[config.mk]
export PLATFORM = sky130hd
export DESIGN_NAME = brsc_top
export DESIGN_NICKNAME = d
export VERILOG_FILES = /design/src/design/brsc_rst_reg.v /design/src/design/brsc_top.v
export VERILOG_INCLUDE_DIRS = /design/src /design/src/design
export SDC_FILE = /design/constraint.sdc
export NUM_CORES = 1
export LEC_CHECK = 0
export BUFFER_PORTS_ARGS = -buffer_cell sky130_fd_sc_hd__buf_4
export CAP_MARGIN = 5
export CORE_UTILIZATION = 45
export CTS_BUF_LIST = sky130_fd_sc_hd__clkbuf_4
export DETAILED_ROUTE_END_ITERATION = 8
export GPL_TIMING_DRIVEN = 0
export PLACE_DENSITY = 0.71
export SYNTH_ARGS = -nofsm -noshare
export SYNTH_HDL_FRONTEND = slang
export SYNTH_SLANG_ARGS = --single-unit
[constraint.sdc]
create_clock -name core_clk_i -period 1.5 [get_ports core_clk_i]
set_clock_uncertainty 0.1 [all_clocks]
set_input_delay 0.3 -clock core_clk_i [delete_from_list [all_inputs] [get_ports core_clk_i]]
set_output_delay 0.3 -clock core_clk_i [all_outputs]
set_load 0.005 [all_outputs]
[src/design/brsc_regs.vh]
// Offsets, field positions, reset values and codes of the reset/standby block
// Assumes a 16-bit special function register space addressed in bytes
`ifndef BRSC_REGS_VH
`define BRSC_REGS_VH
`define BRSC_ADDR_W 16
`define BRSC_OFF_RST_TWO 16'hF07C
`define BRSC_OFF_RST_THREE 16'hF07E
`define BRSC_OFF_CKG_TWO 16'hF074
`define BRSC_OFF_CKG_THREE 16'hF076
`define BRSC_OFF_STBY 16'hF010
`define BRSC_OFF_UNLOCK 16'hF012
`define BRSC_OFF_CLKCTL 16'hF014
`define BRSC_OFF_MODE 16'hF016
`define BRSC_RST_TWO_MASK 16'hE83F
`define BRSC_RST_THREE_MASK 16'h003F
`define BRSC_REG_RESET 16'h0000
`define BRSC_STBY_HALT_BIT 0
`define BRSC_STBY_HALTH_BIT 1
`define BRSC_STBY_STOP_BIT 2
`define BRSC_CLK_FOSC_BIT 0
`define BRSC_CLK_SEL_BIT 1
`define BRSC_UNLOCK_FIRST 4'h5
`define BRSC_UNLOCK_SECOND 4'hA
`endif

[src/design/brsc_rst_reg.v]
// One 16-bit reset or clock-gate register with byte-lane writes
// Assumes writes come from the same clock domain; mask marks real bits
module brsc_rst_reg #(
    parameter [15:0] IMPL_MASK = 16'hFFFF
) (
    input wire core_clk_i,
    input wire rst_b_i,
    input wire wr_i,
    input wire [1:0] lane_i,
    input wire [15:0] wdata_i,
    output wire [15:0] q_o
);
    reg [15:0] val_reg;
    wire [15:0] lane_mask;
    assign lane_mask = {{8{lane_i[1]}}, {8{lane_i[0]}}};
    always @(posedge core_clk_i or negedge rst_b_i) begin
        if (!rst_b_i) begin
            val_reg <= 16'h0000;
        end else if (wr_i) begin
            // Absent and reserved bits stay zero
            val_reg <= (val_reg & ~lane_mask)
                | (wdata_i & lane_mask & IMPL_MASK);
        end
    end
    assign q_o = val_reg;
endmodule // brsc_rst_reg

[src/design/brsc_top.v]
// Block reset registers and the run/HALT/HALT-H/STOP mode sequencer
// Assumes the CPU bus and all wake sources are synchronous to core_clk_i
//
// The address-and-strobe port is this design's own decision.
`include "brsc_regs.vh"

// How it works
// RQ1: Absent peripheral bits ignore writes, read zero
// RQ2: Bit one holds peripheral reset; resets zero
// RQ3: Second register: DMA, buzzer, muldiv, CRC, serials
// RQ4: Third register: comparators, DACs, LCD, ADC
// RQ5: Byte or word access; both reset zero
// RQ6: Software resets, ungates clock, then releases
// RQ7: Clock-gate bit one stops peripheral clock
// RQ8: Reset release enters program run mode
// RQ9: Wake interrupt returns standby to run
// RQ10: Halt bit stops CPU, peripherals keep clock
// RQ11: Watchdog or enabled irq ends HALT
// RQ12: HALT-H stops CPU and fast clock
// RQ13: Irq ends HALT-H, fast clock restarts
// RQ14: HALT-H exit forces oscillator and select on
// RQ15: STOP halts every clock
// RQ16: Unlock 5n then An before stop bit
// RQ17: Software clears master irq before STOP
// RQ18: STOP wakes only on listed sources
// RQ19: Unarmed stop write ignored; misorder disarms
// RQ20: Reserved bits read zero, ignore writes
module brsc_top #(
    parameter [15:0] RST_TWO_AVAIL = 16'hFFFF,
    parameter [15:0] RST_THREE_AVAIL = 16'hFFFF
) (
    input wire core_clk_i,
    input wire rst_b_i,
    input wire [15:0] addr_i,
    input wire [15:0] wdata_i,
    input wire [1:0] byte_en_i,
    input wire wr_i,
    input wire rd_i,
    input wire wdt_irq_i,
    input wire enabled_irq_i,
    input wire ext_irq_i,
    input wire vls_irq_i,
    input wire cmp_irq_i,
    input wire i2c_slave_irq_i,
    output reg [15:0] rdata_o,
    output reg [15:0] block_reset_ctrl_two_o,
    output reg [15:0] block_reset_ctrl_three_o,
    output reg [15:0] block_clock_gate_two_o,
    output reg [15:0] block_clock_gate_three_o,
    output reg cpu_run_o,
    output reg fast_clk_run_o,
    output reg slow_clk_run_o,
    output reg fast_oscillator_enable_o,
    output reg system_clock_source_select_o
);
    localparam [3:0] ST_RUN = 4'b0001;
    localparam [3:0] ST_HALT = 4'b0010;
    localparam [3:0] ST_HALTH = 4'b0100;
    localparam [3:0] ST_STOP = 4'b1000;
    localparam [1:0] UL_IDLE = 2'b01;
    localparam [1:0] UL_FIRST = 2'b10;

    reg [3:0] state_reg;
    reg [3:0] state_next;
    reg [1:0] unlock_reg;
    reg [1:0] unlock_next;
    reg armed_reg;
    reg armed_next;
    reg fosc_reg;
    reg fosc_next;
    reg sel_reg;
    reg sel_next;
    reg cpu_run_next;
    reg fast_run_next;
    reg slow_run_next;

    wire [15:0] rst_two_q;
    wire [15:0] rst_three_q;
    wire [15:0] ckg_two_q;
    wire [15:0] ckg_three_q;
    reg wr_rst_two;
    reg wr_rst_three;
    reg wr_ckg_two;
    reg wr_ckg_three;
    reg wr_stby;
    reg wr_unlock;
    reg wr_clk;
    wire req_halt;
    wire req_halth;
    wire req_stop;
    wire halt_wake;
    wire stop_wake;
    reg [15:0] rd_mux;

    // Product variants drop bits through the availability masks
    localparam [15:0] MASK_TWO =
        `BRSC_RST_TWO_MASK & RST_TWO_AVAIL; // see RQ1 see RQ3
    localparam [15:0] MASK_THREE =
        `BRSC_RST_THREE_MASK & RST_THREE_AVAIL; // see RQ1 see RQ4

    // Write select; the control registers only take the low byte lane
    always @* begin
        wr_rst_two = 1'b0;
        wr_rst_three = 1'b0;
        wr_ckg_two = 1'b0;
        wr_ckg_three = 1'b0;
        wr_stby = 1'b0;
        wr_unlock = 1'b0;
        wr_clk = 1'b0;
        if (wr_i) begin
            // Unmapped addresses select nothing, so the write is dropped
            if (addr_i == `BRSC_OFF_RST_TWO) begin
                wr_rst_two = 1'b1;
            end else if (addr_i == `BRSC_OFF_RST_THREE) begin
                wr_rst_three = 1'b1;
            end else if (addr_i == `BRSC_OFF_CKG_TWO) begin
                wr_ckg_two = 1'b1;
            end else if (addr_i == `BRSC_OFF_CKG_THREE) begin
                wr_ckg_three = 1'b1;
            end else if (addr_i == `BRSC_OFF_STBY) begin
                wr_stby = byte_en_i[0];
            end else if (addr_i == `BRSC_OFF_UNLOCK) begin
                wr_unlock = byte_en_i[0];
            end else if (addr_i == `BRSC_OFF_CLKCTL) begin
                wr_clk = byte_en_i[0];
            end
        end
    end

    brsc_rst_reg #(
        .IMPL_MASK(MASK_TWO)
    ) u_rst_two (
        .core_clk_i(core_clk_i),
        .rst_b_i(rst_b_i),
        .wr_i(wr_rst_two),
        .lane_i(byte_en_i),
        .wdata_i(wdata_i),
        .q_o(rst_two_q)
    ); // see RQ2 see RQ5 see RQ20

    brsc_rst_reg #(
        .IMPL_MASK(MASK_THREE)
    ) u_rst_three (
        .core_clk_i(core_clk_i),
        .rst_b_i(rst_b_i),
        .wr_i(wr_rst_three),
        .lane_i(byte_en_i),
        .wdata_i(wdata_i),
        .q_o(rst_three_q)
    ); // see RQ2 see RQ5 see RQ20

    // Gate registers share the same layout as the reset registers
    brsc_rst_reg #(
        .IMPL_MASK(MASK_TWO)
    ) u_ckg_two (
        .core_clk_i(core_clk_i),
        .rst_b_i(rst_b_i),
        .wr_i(wr_ckg_two),
        .lane_i(byte_en_i),
        .wdata_i(wdata_i),
        .q_o(ckg_two_q)
    ); // see RQ7

    brsc_rst_reg #(
        .IMPL_MASK(MASK_THREE)
    ) u_ckg_three (
        .core_clk_i(core_clk_i),
        .rst_b_i(rst_b_i),
        .wr_i(wr_ckg_three),
        .lane_i(byte_en_i),
        .wdata_i(wdata_i),
        .q_o(ckg_three_q)
    ); // see RQ7

    assign req_halt = wr_stby && wdata_i[`BRSC_STBY_HALT_BIT];
    assign req_halth = wr_stby && wdata_i[`BRSC_STBY_HALTH_BIT];
    // Stop only counts after a complete unlock
    assign req_stop = wr_stby && wdata_i[`BRSC_STBY_STOP_BIT]
        && armed_reg; // see RQ16 see RQ19
    // Wake sources are levels already in this clock domain
    assign halt_wake = wdt_irq_i || enabled_irq_i; // see RQ11 see RQ13
    // Watchdog and internal irqs are dead without clocks
    assign stop_wake = ext_irq_i || vls_irq_i || cmp_irq_i
        || i2c_slave_irq_i; // see RQ18

    // Unlock sequencer; master irq disable is left to software, see RQ17
    always @* begin
        unlock_next = unlock_reg;
        armed_next = armed_reg;
        if (wr_unlock) begin
            if (wdata_i[7:4] == `BRSC_UNLOCK_FIRST) begin
                unlock_next = UL_FIRST;
                armed_next = 1'b0;
            end else if (wdata_i[7:4] == `BRSC_UNLOCK_SECOND
                && unlock_reg == UL_FIRST) begin
                unlock_next = UL_IDLE;
                armed_next = 1'b1; // see RQ16
            end else begin
                unlock_next = UL_IDLE;
                armed_next = 1'b0; // see RQ19
            end
        end else if (wr_stby) begin
            // Any standby write consumes the arming
            armed_next = 1'b0;
        end
    end

    always @(posedge core_clk_i or negedge rst_b_i) begin
        if (!rst_b_i) begin
            unlock_reg <= UL_IDLE;
            armed_reg <= 1'b0;
        end else begin
            unlock_reg <= unlock_next;
            armed_reg <= armed_next;
        end
    end

    // Mode sequencer; halt has priority over halt-h over stop
    always @* begin
        state_next = state_reg;
        case (state_reg)
            ST_RUN: begin
                if (req_halt) begin
                    state_next = ST_HALT; // see RQ10
                end else if (req_halth) begin
                    state_next = ST_HALTH; // see RQ12
                end else if (req_stop) begin
                    state_next = ST_STOP; // see RQ15
                end
            end
            ST_HALT: begin
                if (halt_wake) begin
                    state_next = ST_RUN; // see RQ9 see RQ11
                end
            end
            ST_HALTH: begin
                if (halt_wake) begin
                    state_next = ST_RUN; // see RQ9 see RQ13
                end
            end
            ST_STOP: begin
                if (stop_wake) begin
                    state_next = ST_RUN; // see RQ9 see RQ18
                end
            end
            default: begin
                state_next = ST_RUN;
            end
        endcase
    end

    always @(posedge core_clk_i or negedge rst_b_i) begin
        if (!rst_b_i) begin
            state_reg <= ST_RUN; // see RQ8
        end else begin
            state_reg <= state_next;
        end
    end

    // Clock source control; HALT-H exit overrides software values
    always @* begin
        fosc_next = fosc_reg;
        sel_next = sel_reg;
        if (state_reg == ST_HALTH && halt_wake) begin
            fosc_next = 1'b1; // see RQ14
            sel_next = 1'b1; // see RQ14
        end else if (wr_clk) begin
            fosc_next = wdata_i[`BRSC_CLK_FOSC_BIT];
            sel_next = wdata_i[`BRSC_CLK_SEL_BIT];
        end
    end

    always @(posedge core_clk_i or negedge rst_b_i) begin
        if (!rst_b_i) begin
            fosc_reg <= 1'b0;
            sel_reg <= 1'b0;
        end else begin
            fosc_reg <= fosc_next;
            sel_reg <= sel_next;
        end
    end

    always @* begin
        rd_mux = 16'h0000;
        if (addr_i == `BRSC_OFF_RST_TWO) begin
            rd_mux = rst_two_q;
        end else if (addr_i == `BRSC_OFF_RST_THREE) begin
            rd_mux = rst_three_q;
        end else if (addr_i == `BRSC_OFF_CKG_TWO) begin
            rd_mux = ckg_two_q;
        end else if (addr_i == `BRSC_OFF_CKG_THREE) begin
            rd_mux = ckg_three_q;
        end else if (addr_i == `BRSC_OFF_UNLOCK) begin
            rd_mux = {15'h0000, armed_reg};
        end else if (addr_i == `BRSC_OFF_CLKCTL) begin
            rd_mux = {14'h0000, sel_reg, fosc_reg};
        end else if (addr_i == `BRSC_OFF_MODE) begin
            rd_mux = {12'h000, state_reg};
        end
    end

    // Peripheral lines trail the registers by one cycle, glitch free
    always @(posedge core_clk_i or negedge rst_b_i) begin
        if (!rst_b_i) begin
            block_reset_ctrl_two_o <= 16'h0000;
            block_reset_ctrl_three_o <= 16'h0000;
            block_clock_gate_two_o <= 16'h0000;
            block_clock_gate_three_o <= 16'h0000;
        end else begin
            block_reset_ctrl_two_o <= rst_two_q; // see RQ2
            block_reset_ctrl_three_o <= rst_three_q; // see RQ2
            block_clock_gate_two_o <= ckg_two_q; // see RQ7
            block_clock_gate_three_o <= ckg_three_q; // see RQ7
        end
    end

    // Mode flags use the next state so they move with state_reg
    always @* begin
        cpu_run_next = (state_next == ST_RUN); // see RQ10 see RQ12
        fast_run_next = fosc_reg && (state_next == ST_RUN
            || state_next == ST_HALT); // see RQ12 see RQ15
        slow_run_next = (state_next != ST_STOP); // see RQ15
    end

    // Registered outputs; read data stands one cycle after each cycle that rd_i is high, zero otherwise
    always @(posedge core_clk_i or negedge rst_b_i) begin
        if (!rst_b_i) begin
            rdata_o <= 16'h0000;
            cpu_run_o <= 1'b1;
            fast_clk_run_o <= 1'b0;
            slow_clk_run_o <= 1'b1;
            fast_oscillator_enable_o <= 1'b0;
            system_clock_source_select_o <= 1'b0;
        end else begin
            rdata_o <= rd_i ? rd_mux : 16'h0000;
            cpu_run_o <= cpu_run_next;
            fast_clk_run_o <= fast_run_next;
            slow_clk_run_o <= slow_run_next;
            fast_oscillator_enable_o <= fosc_reg;
            system_clock_source_select_o <= sel_reg;
        end
    end
endmodule // brsc_top

Yosys cells after proc, flatten, opt, wreduce, memory -nomap -nowiden
Index checks and enable logic that the tools add are counted.
{ "classes": {"eq_ne": 18, "muxes": 58, "n_bitwise": 10, "n_reduce_logical": 15} }
{ "ops": {"columns": ["cell", "n"], "rows": [
  ["$eq A16 B16 Y1 const B", 8],
  ["$and A16 B16 Y16", 5],
  ["$mux W16", 5],
  ["$mux W1", 43],
  ["$mux W4", 8],
  ["$or A16 B16 Y16", 2],
  ["$or A16 B6 Y16", 2],
  ["$not A16 Y16", 1],
  ["$pmux W4 S3", 1],
  ["$eq A4 B1 Y1 const B", 2],
  ["$eq A4 B2 Y1 const B", 2],
  ["$eq A4 B3 Y1 const B", 2],
  ["$eq A4 B4 Y1 const B", 2],
  ["$logic_and A1 B1 Y1", 7],
  ["$logic_or A1 B1 Y1", 5],
  ["$ne A4 B4 Y1 const B", 1],
  ["$reduce_bool A2 Y1", 2],
  ["$eq A2 B2 Y1 const B", 1],
  ["$mux W2", 1],
  ["$reduce_or A2 Y1", 1]
]} }
{ "totals": {"register_bits": 158, "output_inout_bits": 85, "word_cells": 120} }

Logic depth before layout (Yosys ltp)
Gate-level depths: netlist of the first run.
{ "logic_depth": {"word_depth": 16, "ltp_mapped": 7} }

Hierarchy
Synthesis of the first run repeated with hierarchy kept, for this count alone.
{ "hier_totals": {"cells_unflattened": 415, "area_unflattened_um2": 5751.8} }
{ "modules_own_cells": {"columns": ["mod", "n_inst", "cells_per_inst", "area_each_um2", "seq_area_each_um2"], "rows": [
  ["brsc_top", 1, 279, 3479.6, 2357.3],
  ["brsc_rst_reg (u_ckg_three ...)", 2, 34, 570.5, 400.4],
  ["brsc_rst_reg (u_ckg_two ...)", 2, 34, 565.5, 400.4]
]} }

Least setup slack after synthesis of the first run
OpenSTA, ideal clock, no wires.
{ "synth_timing": {"kind": "input to register", "startpoint": "input port addr_i[10]", "endpoint": "register (tool-made name)", "setup_ns": 0.125, "arrival_ns": 1.673, "path_slack_ns": -0.398, "stages": 5, "n_path_buf": 1, "cell_sequence": "nand4bb_1 -> nor3_1 -> and3_1 -> buf_2 -> mux2_2"} }
{ "synth_rtl": {"columns": ["item", "line", "source"], "rows": [
  ["start: declaration", "brsc_top.v:34", "input wire [15:0] addr_i,"]
]} }

Worst setup path in the final report of the first run
{ "layout_timing": {"startpoint": "register cpu_run_o", "endpoint": "output port cpu_run_o"} }
{ "layout_rtl": {"columns": ["item", "line", "source"], "rows": [
  ["start: declaration", "brsc_top.v:50", "output reg cpu_run_o,"],
  ["start signal: assignment", "brsc_top.v:336", "cpu_run_o <= cpu_run_next;"]
]} }
No word-level cell between the ends.

==> results of run 1 <==
==> layer usage <==
layer	routed length, um	share of wire, %	global-route usage (%)	vias to the layer above
li1	-	-	-	1899
met1	6330	43	30.5	2073
met2	7410	50	38.0	159
met3	787	5.3	5.86	30
met4	337	2.3	9.74	0
met5	0	0	0	-
==> cell type report <==
| cell class | instances | area (um2) | area share [%] |
|---|---|---|---|
| well taps | 172 | 215 | 2.60 |
| plain buffers | 16 | 119 | 1.44 |
| repair buffers | 156 | 1590 | 19.2 |
| clock inverters | 14 | 180 | 2.18 |
| flip-flops and latches | 158 | 3960 | 47.9 |
| inverters | 7 | 26.3 | 0.318 |
| multi-input cells | 247 | 2040 | 24.7 |
| clock buffers | 18 | 135 | 1.63 |
==> layout by cell type (no fill, tap or decap), types with 5 or more instances in the layout <==
master and instances:
dfrtp_1 153, buf_6 89, buf_4 47, nor2b_1 33, mux2_2 24, clkbuf_4 20, dlygate4sd3_1 20, nor2_1 18
nor3_1 17, a21oi_1 15, nand3b_1 15, nand2_1 14, a221oi_1 10, nand3_1 10, o21ai_0 10, inv_1 7
mux2_4 7, mux2i_1 5, nor4_4 5
==> cells by family (layout without fill, tap and decap cells) <==
group | after synthesis | count (layout) | share of synthesized area [%]
buffers and inverters | 24 | 211 | 1.76
flip-flops | 158 | 158 | 67.1
AO/OA/AOI/OAI | 55 | 55 | 6.66
multiplexers | 37 | 37 | 6.95
AND/OR/NAND/NOR | 155 | 155 | 17.6
==> stage by stage <==
stage	hold WS [ps]	cell area, um2	std cells	util (%)	total power [W]
finish	45.2	8270	788	65.0	0.00743
global route	11.6	8270	788	65.0	0.00772
CTS	6.13	8160	786	64.2	0.00748
detailed placement	173	7250	725	57.0	0.00472
global placement	277	7210	724	56.7	0.00470
floorplan	-95.6	6080	429	-	0.00448
==> path summary, 6_finish.rpt <==
path	endpoint	slack, ps
setup / recovery	cpu_run_o	-110
hold / removal	u_ckg_three.q_o[12]	50
setup reg to reg	rdata_o[1]	-80
hold reg to reg	block_clock_gate_two_o[4]	310
max in group asynchronous	unlock_reg[0]	320
min in group asynchronous	block_clock_gate_three_o[15]	150
==> report_power, final <==
group	leakage, nW	switching, W	internal (W)
logic	1.69	0.000248	0.000182
clock network	0.158	0.00153	0.00121
registers	2.18	0.000000294	0.00426
total	4.03	0.00178	0.00565
==> repair_timing <==
action                     in CTS  in global routing
hold buffers                   20                  0
hold endpoints to repair       97                  0
pin swaps                       4                  2
buffers inserted                9                  3
gates resized for setup        77                 24
setup endpoints to repair     111                123
==> flow_summary.json, run 1 <==
{
  "status": "complete, but fails checks",
  "violations": "setup timing",
  "synthTopCellsByCount": "154 x dfrtp_1, 33 x nor2b_1, 28 x mux2_2, 19 x nor2_1, 18 x nor3_1",
  "layout-drive-gt1-share_pct": 40.7,
  "synth_edf_count": 0,
  "relSlewSlack_pct": 62.8,
  "cp.required_ps": 1100,
  "critPathTopFamily": "flip-flops",
  "drc": 0,
  "synthArstFlopShare_pct": 100,
  "clk_pin_slew_ps": 130,
  "die_y_um": 117,
  "peakVddDrop_v": 0.000566,
  "crit_type": "flip-flop to output port",
  "max-cap-violations": 0,
  "syn_nets": 473,
  "cpPeakStageDelay_ps": 560,
  "tightest_slew_ps": 556,
  "grt_max_degree": 105,
  "yosysTopAreaCell": "dfrtp_1",
  "viasPerCell": 5.28,
  "worst_hold_path_type": "input port to flip-flop",
  "setup_viol": 18,
  "path_depth": 1,
  "startpoint_type": "flip-flop",
  "cts_made_buffers": 17,
  "min_period_ps": 1610,
  "cp-end-kind": "output port",
  "syn_inst": 429,
  "ys_seq_area_share_pct": 67.1,
  "reg2regPathDepth": 4,
  "die_w_um": 117,
  "crit_fanout": 1,
  "antenna_cells": 0,
  "portBuffers": 123,
  "slew_viol_final": 0,
  "ys_seq_elements": 158,
  "finish.net_count": 647,
  "cts_root_buf": "clkbuf_4",
  "reg2reg_from": "state_reg[1]",
  "max_freq_mhz": 622,
  "track_usage_pct": 23.6,
  "grt_pass1_wl_mm": 23.0,
  "io_pins": 129,
  "ant_nets": 0,
  "post_synth.cell_area_avg_um2": 13.8,
  "cts_tree": "yes",
  "cp_cell_sequence": "buf_6",
  "core_um2": 12700,
  "finalCritPeriodShare_pct": 107,
  "worstHoldStart": "wr_i",
  "ys_top_cells_by_area": "dfrtp_1 65%, mux2_2 5.3%, nor2b_1 3.5%, nand3b_1 1.9%, dfstp_2 1.8%",
  "syn-cell-area_um2": 5900,
  "synth_top_area_share_pct": 65.3,
  "gp_congestion": 0.860,
  "wire_per_inst_um": 18.9,
  "pre_cts_ws_ps": -795,
  "rsz0062_at_grt": "true",
  "start_util_pct": 46.4,
  "n_fill_cell": 971,
  "hold-path-cell-count": 4,
  "cp.arrival_ps": 1210,
  "wl_mm": 14.9,
  "die-area_um2": 13600,
  "clock-sinks": 158,
  "cp.buffers_inverters": 1,
  "yosysMostFrequentCell": "dfrtp_1",
  "insertion_delay_ps": 560,
  "setup_slack_ps": -107,
  "power.leakage_nw": 4.03,
  "firstDrtPassIters": 5,
  "gr-total-overflow": 0,
  "hold_violations": 0,
  "clk_path_buf_depth": 2,
  "grt_pass1_vias": 4302,
  "vias": 4161,
  "dr.first_iter.drc_count": 261,
  "critical-path-slowest-cell": "dfstp_2",
  "startpoint": "cpu_run_o",
  "synth_ff_type": "dfrtp_1",
  "row_count": 41,
  "synth_cell_types": 52,
  "post-dp-hpwl_mm": 10.0,
  "antenna_found_initial": 0,
  "powerDensity_nw_per_um2": 899,
  "ys.warnings.count": 0,
  "synthToLayoutAreaGrowth_pct": 40.1,
  "htreeDepth": 4,
  "tns_ps": -480
}
(Power assumes the default switching activity.)
==> inputs of run 2 (changes only) <==
CTS_CLUSTER_DIAMETER = 80   (was unset)
PLACE_DENSITY = 0.68   (was 0.71)
==> run 2 against run 1 <==
Compared with the run above: the run still ends with setup timing left; sequential power about the same; die area unchanged; first-iteration DRC count up 7.3%; flip-flop and latch count unchanged; register-to-register slack better by 90 ps; power down 2.1%; sequential share of layout area down 0.22 points; utilization up 0.32 points; maximum frequency up 1.9%; largest cell class unchanged.
==> flow_summary.json, run 2 (synthesis results as in run 1) <==
{
  "status": "complete, but fails checks",
  "violations": "setup timing",
  "critPathTopFamily": "flip-flops",
  "tns_ps": -149,
  "die_w_um": 117,
  "tightest_slew_ps": 684,
  "cp.required_ps": 1100,
  "startpoint": "cpu_run_o",
  "finalCritPeriodShare_pct": 105,
  "reg2reg_from": "state_reg[0]",
  "track_usage_pct": 23.5,
  "reg2regPathDepth": 4,
  "die_y_um": 117,
  "gr-total-overflow": 0,
  "viasPerCell": 5.28,
  "cts_root_buf": "clkbuf_4",
  "r2r_end": "fast_clk_run_o",
  "layout_common_cells": "152 x dfrtp_1, 86 x buf_6, 55 x buf_4",
  "critical-path-slowest-cell": "dfstp_2",
  "finish.net_count": 652,
  "max-cap-violations": 0,
  "vias": 4185,
  "layout-drive-gt1-share_pct": 42.0,
  "rsz0062_at_grt": "true",
  "io_pins": 129,
  "setup_slack_ps": -77.0,
  "ant_nets": 0,
  "firstDrtPassIters": 5,
  "slew_viol_final": 0,
  "cpPeakStageDelay_ps": 550,
  "n_fill_cell": 999,
  "p_total_w": 0.00727,
  "insertion_delay_ps": 540,
  "crit_type": "flip-flop to output port",
  "power.leakage_nw": 4.06,
  "wl_mm": 14.8,
  "htreeDepth": 4,
  "cp.arrival_ps": 1180,
  "path_depth": 1,
  "startpoint_type": "flip-flop",
  "start_util_pct": 46.4,
  "drc": 0,
  "mostFrequentLayoutCell": "dfrtp_1",
  "dr.first_iter.drc_count": 280,
  "core_um2": 12700,
  "cp_cell_sequence": "buf_6",
  "clk_path_buf_depth": 2,
  "max_freq_mhz": 634,
  "portBuffers": 123,
  "cp-endpoint": "cpu_run_o",
  "antenna_found_initial": 0,
  "die-area_um2": 13600,
  "row_count": 41,
  "relSlewSlack_pct": 54.4,
  "cts_made_buffers": 17,
  "gp_congestion": 0.857,
  "min_period_ps": 1580,
  "hold_violations": 0,
  "grt_max_degree": 83,
  "wire_per_inst_um": 18.6,
  "setup_viol": 3,
  "worst_hold_path_type": "input port to flip-flop",
  "post-dp-hpwl_mm": 9.88,
  "grt_pass1_vias": 4254,
  "crit_fanout": 1,
  "worstHoldStart": "addr_i[2]",
  "antenna_cells": 0,
  "cts_tree": "yes",
  "fin_util_pct": 65.3,
  "cp-end-kind": "output port",
  "clock-sinks": 158,
  "clk_pin_slew_ps": 140,
  "powerDensity_nw_per_um2": 875,
  "r2r_slack_ps": 10,
  "peakVddDrop_v": 0.000423,
  "cp.buffers_inverters": 1,
  "grt_pass1_wl_mm": 23.2,
  "synthToLayoutAreaGrowth_pct": 40.8
}
==> run 2: changes by cell type in the layout (fill, tap and decap cells not counted), sizes merged <==
cell      before  now
bufinv         3    2
inv           12   13
clkinvlp       4    2
clkbuf        27   26
clkinv         2    5
buf          143  148
==> run 2: report_power, final <==
| part | leakage [nW] | switching, W | internal [W] | total, W |
|---|---|---|---|---|
| combinational | 1.72 | 0.000252 | 0.000183 | 0.000435 |
| clock | 0.154 | 0.00156 | 0.00102 | 0.00258 |
| sequential | 2.18 | 0.000000291 | 0.00426 | 0.00426 |
==> run 2: metal layers <==
layer	up-vias	track usage, %	share of wire [%]
met5	-	0	0
met4	0	6.84	1.2
met3	17	6.18	5.4
met2	146	37.2	50
met1	2120	32.0	44
li1	1902	-	-
==> run 2: final cells by class <==
cell class | instances | area [um2] | share of cell area (%)
Sequential cell | 158 | 3960 | 47.7
Clock inverter | 15 | 160 | 1.93
Tap cell | 172 | 215 | 2.59
Clock buffer | 17 | 128 | 1.54
Timing Repair Buffer | 161 | 1630 | 19.6
Inverter | 7 | 26.3 | 0.316
Buffer | 16 | 123 | 1.48
Multi-Input combinational cell | 247 | 2070 | 24.9
==> run 2: worst min-delay path by stage <==
stage	end	slack, ps	cells after the start
4_1_cts	fosc_reg	50	3
3_3_place_gp	block_clock_gate_two_o[2]	280	0
3_5_place_dp	block_clock_gate_three_o[11]	260	1
5_1_grt	fosc_reg	30	3
2_1_floorplan	async pin	-100	0
6_report	fosc_reg	80	3
==> run 2: metrics by stage <==
step / setup WS [ps] / instance area, um2 / std cells / hold WS, ps
6_report: -77.0 / 8310 / 793 / 84.4
5_1_grt: -140 / 8310 / 793 / 28.5
4_1_cts: -110 / 8010 / 791 / 51.1
3_5_place_dp: -794 / 7250 / 725 / 257
3_3_place_gp: -787 / 7210 / 724 / 282
2_1_floorplan: -298 / 6080 / 429 / -95.6
==> run 2: repair_timing <==
item / CTS / global route
resized for setup: 32 / 76
buffers inserted: 14 / 3
cloned: 0 / 0
endpoints found under the hold margin: 116 / 0
hold buffers: 20 / 0
setup endpoints to repair: 68 / 113
pin swaps: 7 / 2
